## src/pkg/spi_setup_pkg.sv

```systemverilog
// constants shared by the serial configuration register block
package spi_setup_pkg;

	// serial frame layout: read flag, 15-bit address, then data bytes
	localparam int          HDR_BITS        = 16;
	localparam int          ADDR_BITS       = 15;
	localparam int          DATA_BITS       = 8;
	localparam logic [3:0]  HDR_LAST        = 4'hF;
	localparam logic [2:0]  BYTE_LAST       = 3'h7;
	localparam int          RW_POS          = 15;

	// register addresses
	localparam logic [14:0] SETUP_A_ADDR    = 15'h0000;
	localparam logic [14:0] USER_SETUP_ADDR = 15'h0010;
	localparam logic [14:0] ADDR_STEP       = 15'h0001;

	// interface_setup_a fields
	localparam int          SELF_RESET_POS  = 7;
	localparam int          ASCEND_POS      = 5;
	localparam int          OUT_PIN_POS     = 4;
	localparam logic [7:0]  SETUP_A_RESET   = 8'h30;
	localparam logic [7:0]  SETUP_A_WMASK   = 8'h6F;
	localparam logic [7:0]  OUT_PIN_FLAG    = 8'h10;

	// user setup fields
	localparam int          ADDR_FREEZE_POS = 0;
	localparam logic [7:0]  USER_RESET      = 8'h00;
	localparam logic [7:0]  READ_ZERO       = 8'h00;

	// self reset timing
	localparam int          CLK_MHZ         = 40;
	localparam int          SELF_RESET_NS   = 750;
	localparam int          SELF_RESET_MAX  = (SELF_RESET_NS * CLK_MHZ) / 1000;
	// margin covers pin synchroniser latency and the edge detect
	localparam int          SYNC_MARGIN     = 5;
	localparam int          SELF_RESET_HOLD = SELF_RESET_MAX - SYNC_MARGIN;
	localparam logic [4:0]  HOLD_LAST       = 5'(SELF_RESET_HOLD - 1);

	typedef enum logic [1:0] {
		ST_IDLE = 2'b00,
		ST_HDR  = 2'b01,
		ST_DATA = 2'b10
	} link_state_t;

endpackage

```

## src/logic/pin_filter.sv

```systemverilog
// three-stage synchroniser with agreement filter for pin inputs
`timescale 1ns/1ps

module pin_filter #(
	parameter int         WIDTH    = 1,
	parameter logic [7:0] INIT_VAL = 8'h00
) (
	input  wire logic             ref_clk_i,
	input  wire logic             rst_i,
	input  wire logic [WIDTH-1:0] pin_i,
	output logic      [WIDTH-1:0] level_o
);

	// the reset pattern is one byte wide
	if (WIDTH < 1 || WIDTH > 8) begin : g_bad_width
		$error("pin_filter width out of range");
	end

	genvar g;
	generate
		for (g = 0; g < WIDTH; g++) begin : g_bit
			logic s1_ff;
			logic s2_ff;
			logic s3_ff;
			logic out_ff;
			wire  agree = (s2_ff == s3_ff);

			always_ff @(posedge ref_clk_i) begin
				if (rst_i) begin
					s1_ff  <= INIT_VAL[g];
					s2_ff  <= INIT_VAL[g];
					s3_ff  <= INIT_VAL[g];
					out_ff <= INIT_VAL[g];
				end else begin
					s1_ff  <= pin_i[g];
					s2_ff  <= s1_ff;
					s3_ff  <= s2_ff;
					out_ff <= agree ? s3_ff : out_ff;
				end
			end

			assign level_o[g] = out_ff;
		end
	endgenerate

endmodule

```

## src/logic/spi_setup_regs.sv

```systemverilog
// serial slave with the interface setup and user setup registers
//
// Operation
// - writing one to bit 7 of interface_setup_a resets the whole chip and these registers.
// - the self reset bit returns to zero by itself once the reset has been carried out.
// - the internal reset finishes within 750 ns of the write that requested it.
// - with the direction bit at zero the address falls after each streamed byte.
// - with the direction bit at one, its reset value, the address rises after each byte.
// - bit 4 of interface_setup_a is read only and always reads one.
// - read data leaves only on the dedicated serial output, with no shared data pin mode.
// - interface_setup_a at address 0x0 resets to 0x30.
// - with the address freeze bit at 0x10 set the address stays fixed during streaming.
`timescale 1ns/1ps

module spi_setup_regs (
	input  wire logic ref_clk_i,
	input  wire logic rst_i,
	input  wire logic sclk_i,
	input  wire logic cs_n_i,
	input  wire logic sdi_i,
	output logic      sdo_o,
	output logic      sdo_oe_o,
	output logic      chip_reset_o,
	output logic      ascend_o,
	output logic      addr_freeze_o
);

	// the hold counter is five bits wide, so refuse holds it cannot count
	if (spi_setup_pkg::SELF_RESET_HOLD < 1 || spi_setup_pkg::SELF_RESET_HOLD > 31) begin
		$error("self reset hold count out of range");
	end

	////////////////////////////////////////////////////////////////////////////////
	// pin synchronisers

	logic [2:0] pins_f;
	logic       sclk_f;
	logic       cs_n_f;
	logic       sdi_f;

	pin_filter #(
		.WIDTH    (3),
		.INIT_VAL (8'h02)
	) u_pins (
		.ref_clk_i (ref_clk_i),
		.rst_i     (rst_i),
		.pin_i     ({sdi_i, cs_n_i, sclk_i}),
		.level_o   (pins_f)
	);

	assign sclk_f = pins_f[0];
	assign cs_n_f = pins_f[1];
	assign sdi_f  = pins_f[2];

	////////////////////////////////////////////////////////////////////////////////
	// self reset sequencer

	logic       busy_ff;
	logic [4:0] hold_cnt_ff;
	logic       self_reset_req;
	logic       regs_rst;
	wire        hold_done = (hold_cnt_ff == spi_setup_pkg::HOLD_LAST);

	always_ff @(posedge ref_clk_i) begin
		if (rst_i) begin
			busy_ff     <= 1'b0;
			hold_cnt_ff <= 5'h00;
		end else if (busy_ff) begin
			busy_ff     <= !hold_done;
			hold_cnt_ff <= hold_done ? 5'h00 : hold_cnt_ff + 5'h01;
		end else begin
			busy_ff     <= self_reset_req;
			hold_cnt_ff <= 5'h00;
		end
	end

	assign regs_rst     = rst_i | busy_ff;
	assign chip_reset_o = busy_ff;

	////////////////////////////////////////////////////////////////////////////////
	// registers

	logic [7:0]  setup_a_ff;
	logic [7:0]  user_ff;
	logic        wr_en;
	logic [14:0] wr_addr;
	logic [7:0]  wr_data;

	wire wr_setup_a = wr_en && (wr_addr == spi_setup_pkg::SETUP_A_ADDR);
	wire wr_user    = wr_en && (wr_addr == spi_setup_pkg::USER_SETUP_ADDR);

	assign self_reset_req = wr_setup_a && wr_data[spi_setup_pkg::SELF_RESET_POS];

	always_ff @(posedge ref_clk_i) begin
		if (regs_rst) begin
			setup_a_ff <= spi_setup_pkg::SETUP_A_RESET;
			user_ff    <= spi_setup_pkg::USER_RESET;
		end else begin
			setup_a_ff <= wr_setup_a ? (wr_data & spi_setup_pkg::SETUP_A_WMASK) : setup_a_ff;
			user_ff    <= wr_user ? wr_data : user_ff;
		end
	end

	assign ascend_o      = setup_a_ff[spi_setup_pkg::ASCEND_POS];
	assign addr_freeze_o = user_ff[spi_setup_pkg::ADDR_FREEZE_POS];

	// reset bit reads one only while the reset is pending
	wire [7:0] setup_a_rd = (setup_a_ff & spi_setup_pkg::SETUP_A_WMASK)
	                      | spi_setup_pkg::OUT_PIN_FLAG
	                      | {busy_ff, 7'h00};

	function automatic logic [7:0] read_reg(input logic [14:0] a, input logic [7:0] ra,
	                                        input logic [7:0] ru);
		if (a == spi_setup_pkg::SETUP_A_ADDR) begin
			return ra;
		end else if (a == spi_setup_pkg::USER_SETUP_ADDR) begin
			return ru;
		end
		return spi_setup_pkg::READ_ZERO;
	endfunction

	////////////////////////////////////////////////////////////////////////////////
	// serial frame engine

	spi_setup_pkg::link_state_t state_ff;
	logic        sclk_d_ff;
	logic [3:0]  hdr_cnt_ff;
	logic [2:0]  bit_cnt_ff;
	logic [15:0] shift_ff;
	logic        rd_ff;
	logic [14:0] addr_ff;
	logic [7:0]  tx_ff;

	wire sclk_rise = sclk_f && !sclk_d_ff;
	wire sclk_fall = !sclk_f && sclk_d_ff;

	wire [15:0] hdr_full  = {shift_ff[14:0], sdi_f};
	wire [14:0] hdr_addr  = hdr_full[spi_setup_pkg::ADDR_BITS-1:0];
	wire        hdr_done  = (state_ff == spi_setup_pkg::ST_HDR) && sclk_rise
	                      && (hdr_cnt_ff == spi_setup_pkg::HDR_LAST);
	wire        byte_done = (state_ff == spi_setup_pkg::ST_DATA) && sclk_rise
	                      && (bit_cnt_ff == spi_setup_pkg::BYTE_LAST);
	wire [7:0]  rx_byte   = {shift_ff[6:0], sdi_f};

	wire [14:0] step_addr = addr_freeze_o ? addr_ff
	                      : ascend_o ? addr_ff + spi_setup_pkg::ADDR_STEP
	                      : addr_ff - spi_setup_pkg::ADDR_STEP;

	assign wr_en   = byte_done && !rd_ff;
	assign wr_addr = addr_ff;
	assign wr_data = rx_byte;

	// the next byte is fetched in the same cycle as the write, so a streamed read-back sees the value from before it
	wire [7:0] next_rd = read_reg(hdr_done ? hdr_addr : step_addr, setup_a_rd, user_ff);
	// shift on falls inside a byte only; the fall right after a load keeps bit 7
	wire       tx_shift = (state_ff == spi_setup_pkg::ST_DATA) && sclk_fall
	                    && (bit_cnt_ff != 3'h0);

	// transactions during the reset hold are ignored
	always_ff @(posedge ref_clk_i) begin
		if (regs_rst || cs_n_f) begin
			state_ff <= spi_setup_pkg::ST_IDLE;
		end else begin
			unique case (state_ff)
				spi_setup_pkg::ST_IDLE: begin
					state_ff <= spi_setup_pkg::ST_HDR;
				end
				spi_setup_pkg::ST_HDR: begin
					state_ff <= hdr_done ? spi_setup_pkg::ST_DATA : spi_setup_pkg::ST_HDR;
				end
				spi_setup_pkg::ST_DATA: begin
					state_ff <= spi_setup_pkg::ST_DATA;
				end
				default: begin
					state_ff <= spi_setup_pkg::ST_IDLE;
				end
			endcase
		end
	end

	always_ff @(posedge ref_clk_i) begin
		if (rst_i) begin
			sclk_d_ff <= 1'b0;
		end else begin
			sclk_d_ff <= sclk_f;
		end
	end

	always_ff @(posedge ref_clk_i) begin
		if (regs_rst || state_ff == spi_setup_pkg::ST_IDLE) begin
			hdr_cnt_ff <= 4'h0;
			bit_cnt_ff <= 3'h0;
			shift_ff   <= 16'h0000;
		end else if (sclk_rise) begin
			hdr_cnt_ff <= (state_ff == spi_setup_pkg::ST_HDR) ? hdr_cnt_ff + 4'h1 : hdr_cnt_ff;
			bit_cnt_ff <= (state_ff == spi_setup_pkg::ST_DATA) ? bit_cnt_ff + 3'h1 : 3'h0;
			shift_ff   <= hdr_full;
		end
	end

	always_ff @(posedge ref_clk_i) begin
		if (regs_rst) begin
			rd_ff   <= 1'b0;
			addr_ff <= 15'h0000;
		end else if (hdr_done) begin
			rd_ff   <= hdr_full[spi_setup_pkg::RW_POS];
			addr_ff <= hdr_addr;
		end else if (byte_done) begin
			addr_ff <= step_addr;
		end
	end

	always_ff @(posedge ref_clk_i) begin
		if (regs_rst) begin
			tx_ff <= 8'h00;
		end else if (hdr_done || byte_done) begin
			tx_ff <= next_rd;
		end else if (tx_shift) begin
			tx_ff <= {tx_ff[6:0], 1'b0};
		end
	end

	// reads leave only on the dedicated output
	always_ff @(posedge ref_clk_i) begin
		if (regs_rst) begin
			sdo_o    <= 1'b0;
			sdo_oe_o <= 1'b0;
		end else begin
			sdo_o    <= tx_ff[7];
			sdo_oe_o <= (state_ff == spi_setup_pkg::ST_DATA) && rd_ff && !cs_n_f;
		end
	end

endmodule

```

## config.mk

```make
export PLATFORM = sky130hd
export DESIGN_NAME = spi_setup_regs
export DESIGN_NICKNAME = d
export VERILOG_FILES = /design/src/pkg/spi_setup_pkg.sv /design/src/logic/pin_filter.sv /design/src/logic/spi_setup_regs.sv
export SDC_FILE = /design/constraint.sdc
export NUM_CORES = 1
export LEC_CHECK = 0
export BUFFER_PORTS_ARGS = -buffer_cell sky130_fd_sc_hd__buf_4
export CORE_ASPECT_RATIO = 1.4
export CORE_MARGIN = 2
export CORE_UTILIZATION = 30
export DETAILED_ROUTE_END_ITERATION = 16
export PLACE_DENSITY_LB_ADDON = 0.25
export SKIP_CTS_REPAIR_TIMING = 1
export SYNTH_ARGS = -nofsm -noshare
export SYNTH_HDL_FRONTEND = slang
export SYNTH_HIERARCHICAL = 1
export SYNTH_SLANG_ARGS = --single-unit
```

## constraint.sdc

```tcl
create_clock -name ref_clk_i -period 4.2 [get_ports ref_clk_i]
set_input_delay 0.42 -clock ref_clk_i [delete_from_list [all_inputs] [get_ports ref_clk_i]]
set_output_delay 0.42 -clock ref_clk_i [all_outputs]
set_load 0.01 [all_outputs]
```

==> flow_summary_export.csv <==
group,metric,value,unit
synth,syn_area,0.00431,sq mm
synth,async_flop_share,0,
cts,clkLatencyLatePin,0.34,ns
sta,slew_violations,0,
route,vias,3685,
cts,cts_tree,"yes",
sta,tns,0,ns
cts,htreeDepth,3,
sta,worst-slew-pin-transition,1.16,ns
place,gp_congestion,0.862,
cts,cts-buffers-inserted,9,
setup_path,path_cells,"inv_1 -> ha_1 -> o21ai_0 -> nor3_1 -> o31a_1 -> or4b_1 -> nand3_1 -> o2111ai_1 -> nor4_4 -> o2111ai_1 -> a21oi_1",
finish,synthToLayoutAreaGrowth,12.4,%
global_routing,antenna_found_initial,0,
synth,ys.flop_type,"dfxtp_1",
sta,period_share,0.899,
cts,cts.path.max_buffers,2,
synth,ys_types,64,
floorplanning,die_x,105,um
pwr,powerDensity,335,mW/mm^2
sta,setup_viol,0,
synth,syn_avg_cell_area,8.30,sq um
place,place_hpwl,7.88,mm
setup_path,crit_type,"register to register",
setup_path,crit_top_cell,"o2111ai_1",
global_routing,track_usage,0.152,
finish,layout_commonest_cell,"dfxtp_1",
synth,yosysTopAreaCellShare,0.386,
route,drcViolationCount,0,
floorplanning,die_h,146,um
route,ant_nets,0,
worst_hold_path,hold_path.class,"input port to register",
floorplanning,rows,51,
global_routing,grt_max_degree,40,
place,post_dp_cell_area,0.00454,sq mm
pwr,power.leakage,1.82,nW
setup_path,slowest_stage,"nor4_4",
setup_path,cp.arrival,4.04,ns
route,postRouteWirelength,11.1,mm
synth,synth-edff-count,0,
place,io_buffer_count,9,
synth,yosys_warnings,6,
synth,seq_area_frac_synth,0.386,
flow_run,cap_viol_max_count,0,
finish,antenna_cells,0,
status,status,"completed",
synth,yosys.area.top_type,"dfxtp_1",
sta,setup_ws,0.426,ns
sta,hold_viol_final,0,
sta,max_slew_margin,0.221,
setup_path,crit_buf_inv,1,
finish,layout.nets,544,
global_routing,grt_pass1_wl,18.5,mm
global_routing,gr-total-overflow,0,
setup_path,max_stage_delay,0.51,ns
pwr,ir_drop,0.361,mV
route,vias_per_cell,5.20,
finish,finalInstanceArea,0.00484,sq mm
setup_path,cp_max_fo,16,
setup_path,critPathTopFamily,"simple AND/OR/NAND/NOR gates",
synth,syn_inst,519,
sta,rsz0062_at_grt,"false",
cts,clk_pin_slew_worst_paths,0.07,ns
floorplanning,coreArea,0.0140,sq mm
setup_path,worstSetupEndpointType,"register",
route,drt-initial-drc-count,183,
finish,final_cell_mix,"dfxtp_1 (83), nand2_1 (72), nor2_1 (53), a21oi_1 (50), o21ai_0 (29)",
cts,clock-sinks,83,
synth,yosys-top-cells-area,"dfxtp_1 (39%), nand2_1 (6.3%), a21oi_1 (5.8%), ha_1 (5.5%), mux2i_1 (4.6%)",
finish,drive_above_1_share,0.0973,
floorplanning,initial_core_util,0.308,
synth,syn_nets,544,
cts,root_buffer,"clkbuf_16",
synth,ys_seq_elements,83,
route,avgRoutedWirePerCell,15.7,um
sta,finClkSkew,0.0105,ns
sta,layout_min_cycle_time,3.77,ns
route,drtPass1Iterations,4,
sta,timing.fmax,265,MHz
floorplanning,pin_count,10,
floorplanning,dieArea,0.0153,sq mm
place,place_ws,0.441,ns
setup_path,required,4.47,ns
global_routing,grt_pass1_vias,3642,
setup_path,startpoint_type,"register",
-- flip-flops by register name, indices dropped and copies added (netlist names), 2 cells and up --
name	flops
addr_ff	15
shift_ff	15
tx_ff	8
user_ff	8
setup_a_ff	6
hold_cnt_ff	5
hdr_cnt_ff	4
bit_cnt_ff	3
u_pins/g_bit.out_ff	3
u_pins/g_bit.s1_ff	3
u_pins/g_bit.s2_ff	3
u_pins/g_bit.s3_ff	3
state_ff	2
-- Yosys cell counts (all sizes together), types with 6 or more instances --
cell type / count
mux2: 9
nor2b: 8
nor2: 54
o21ai: 30
clkbuf: 15
or3: 10
dfxtp: 83
buf: 12
nor3: 10
nand3: 15
inv: 14
ha: 19
a21oi: 50
a31oi: 6
nand4: 12
nor4: 8
a211oi: 7
or2: 6
mux2i: 20
nand2: 73
-- worst register-to-register path, cell delays in order, from the launching register on --
cell and delay [ns]:
dfxtp_1 0.36, inv_1 0.46, ha_1 0.38, o21ai_0 0.31
nor3_1 0.15, o31a_1 0.33, or4b_1 0.48, nand3_1 0.14
o2111ai_1 0.22, nor4_4 0.51, o2111ai_1 0.20, a21oi_1 0.16
-- where the power goes --
part            total, W  switching (W)  internal (W)
clock network   0.000816       0.000345      0.000471
registers       0.000792     0.00000132      0.000790
logic          0.0000168      0.0000115    0.00000535
total            0.00162       0.000358       0.00127
-- cells by family (layout without fill, tap and decap cells) --
| family | Yosys count | after routing | synth area share |
|---|---|---|---|
| buffers and inverters | 41 | 46 | 0.0424 |
| adder cells (fa/ha/maj) | 20 | 20 | 0.0598 |
| flip-flops | 83 | 83 | 0.386 |
| multiplexers | 29 | 29 | 0.0709 |
| XOR/XNOR | 6 | 6 | 0.0122 |
| AO/OA/AOI/OAI | 121 | 121 | 0.175 |
| AND/OR/NAND/NOR | 219 | 219 | 0.254 |
-- final cells by class --
cell class	count	area [sq um]
Inverter	14	52.6
Tap cell	185	231
Sequential cell	83	1660
Timing Repair Buffer	16	120
Clock inverter	7	82.6
Fill cell	1442	9130
Multi-Input combinational cell	395	2470
Clock buffer	9	225
-- path summary, 6_finish.rpt --
| path | from | end | slack, ns | cells after the start |
|---|---|---|---|---|
| min reg2reg | u_pins/g_bit[1].s1_ff | u_pins/g_bit[1].s2_ff | 0.41 | 1 |
| max | setup_a_ff[5] | tx_ff[4] | 0.43 | 11 |
| max reg2reg | setup_a_ff[5] | tx_ff[4] | 0.43 | 11 |
| min | cs_n_i | u_pins/g_bit[1].s1_ff | 0.26 | 2 |
-- metal layers --
layer  up-vias  track usage  wire length (um)
li1       1842            -                 -
met5         -            0                 0
met3        31       0.0260               442
met4         0       0.0920               540
met2        80        0.250              5270
met1      1732        0.184              4890
-- per-stage QoR --
stage | cells | hold slack, ns | utilization | total power, W
5_1_grt | 709 | 0.262 | 0.347 | 0.00168
6_report | 709 | 0.257 | 0.347 | 0.00162
3_5_place_dp | 693 | 0.393 | 0.325 | 0.000827
2_1_floorplan | 519 | 0.383 | - | 0.000821
3_3_place_gp | 693 | 0.387 | 0.325 | 0.000826
4_1_cts | 709 | 0.245 | 0.347 | 0.00164
Note: power is estimated with default switching activity, not from simulation.
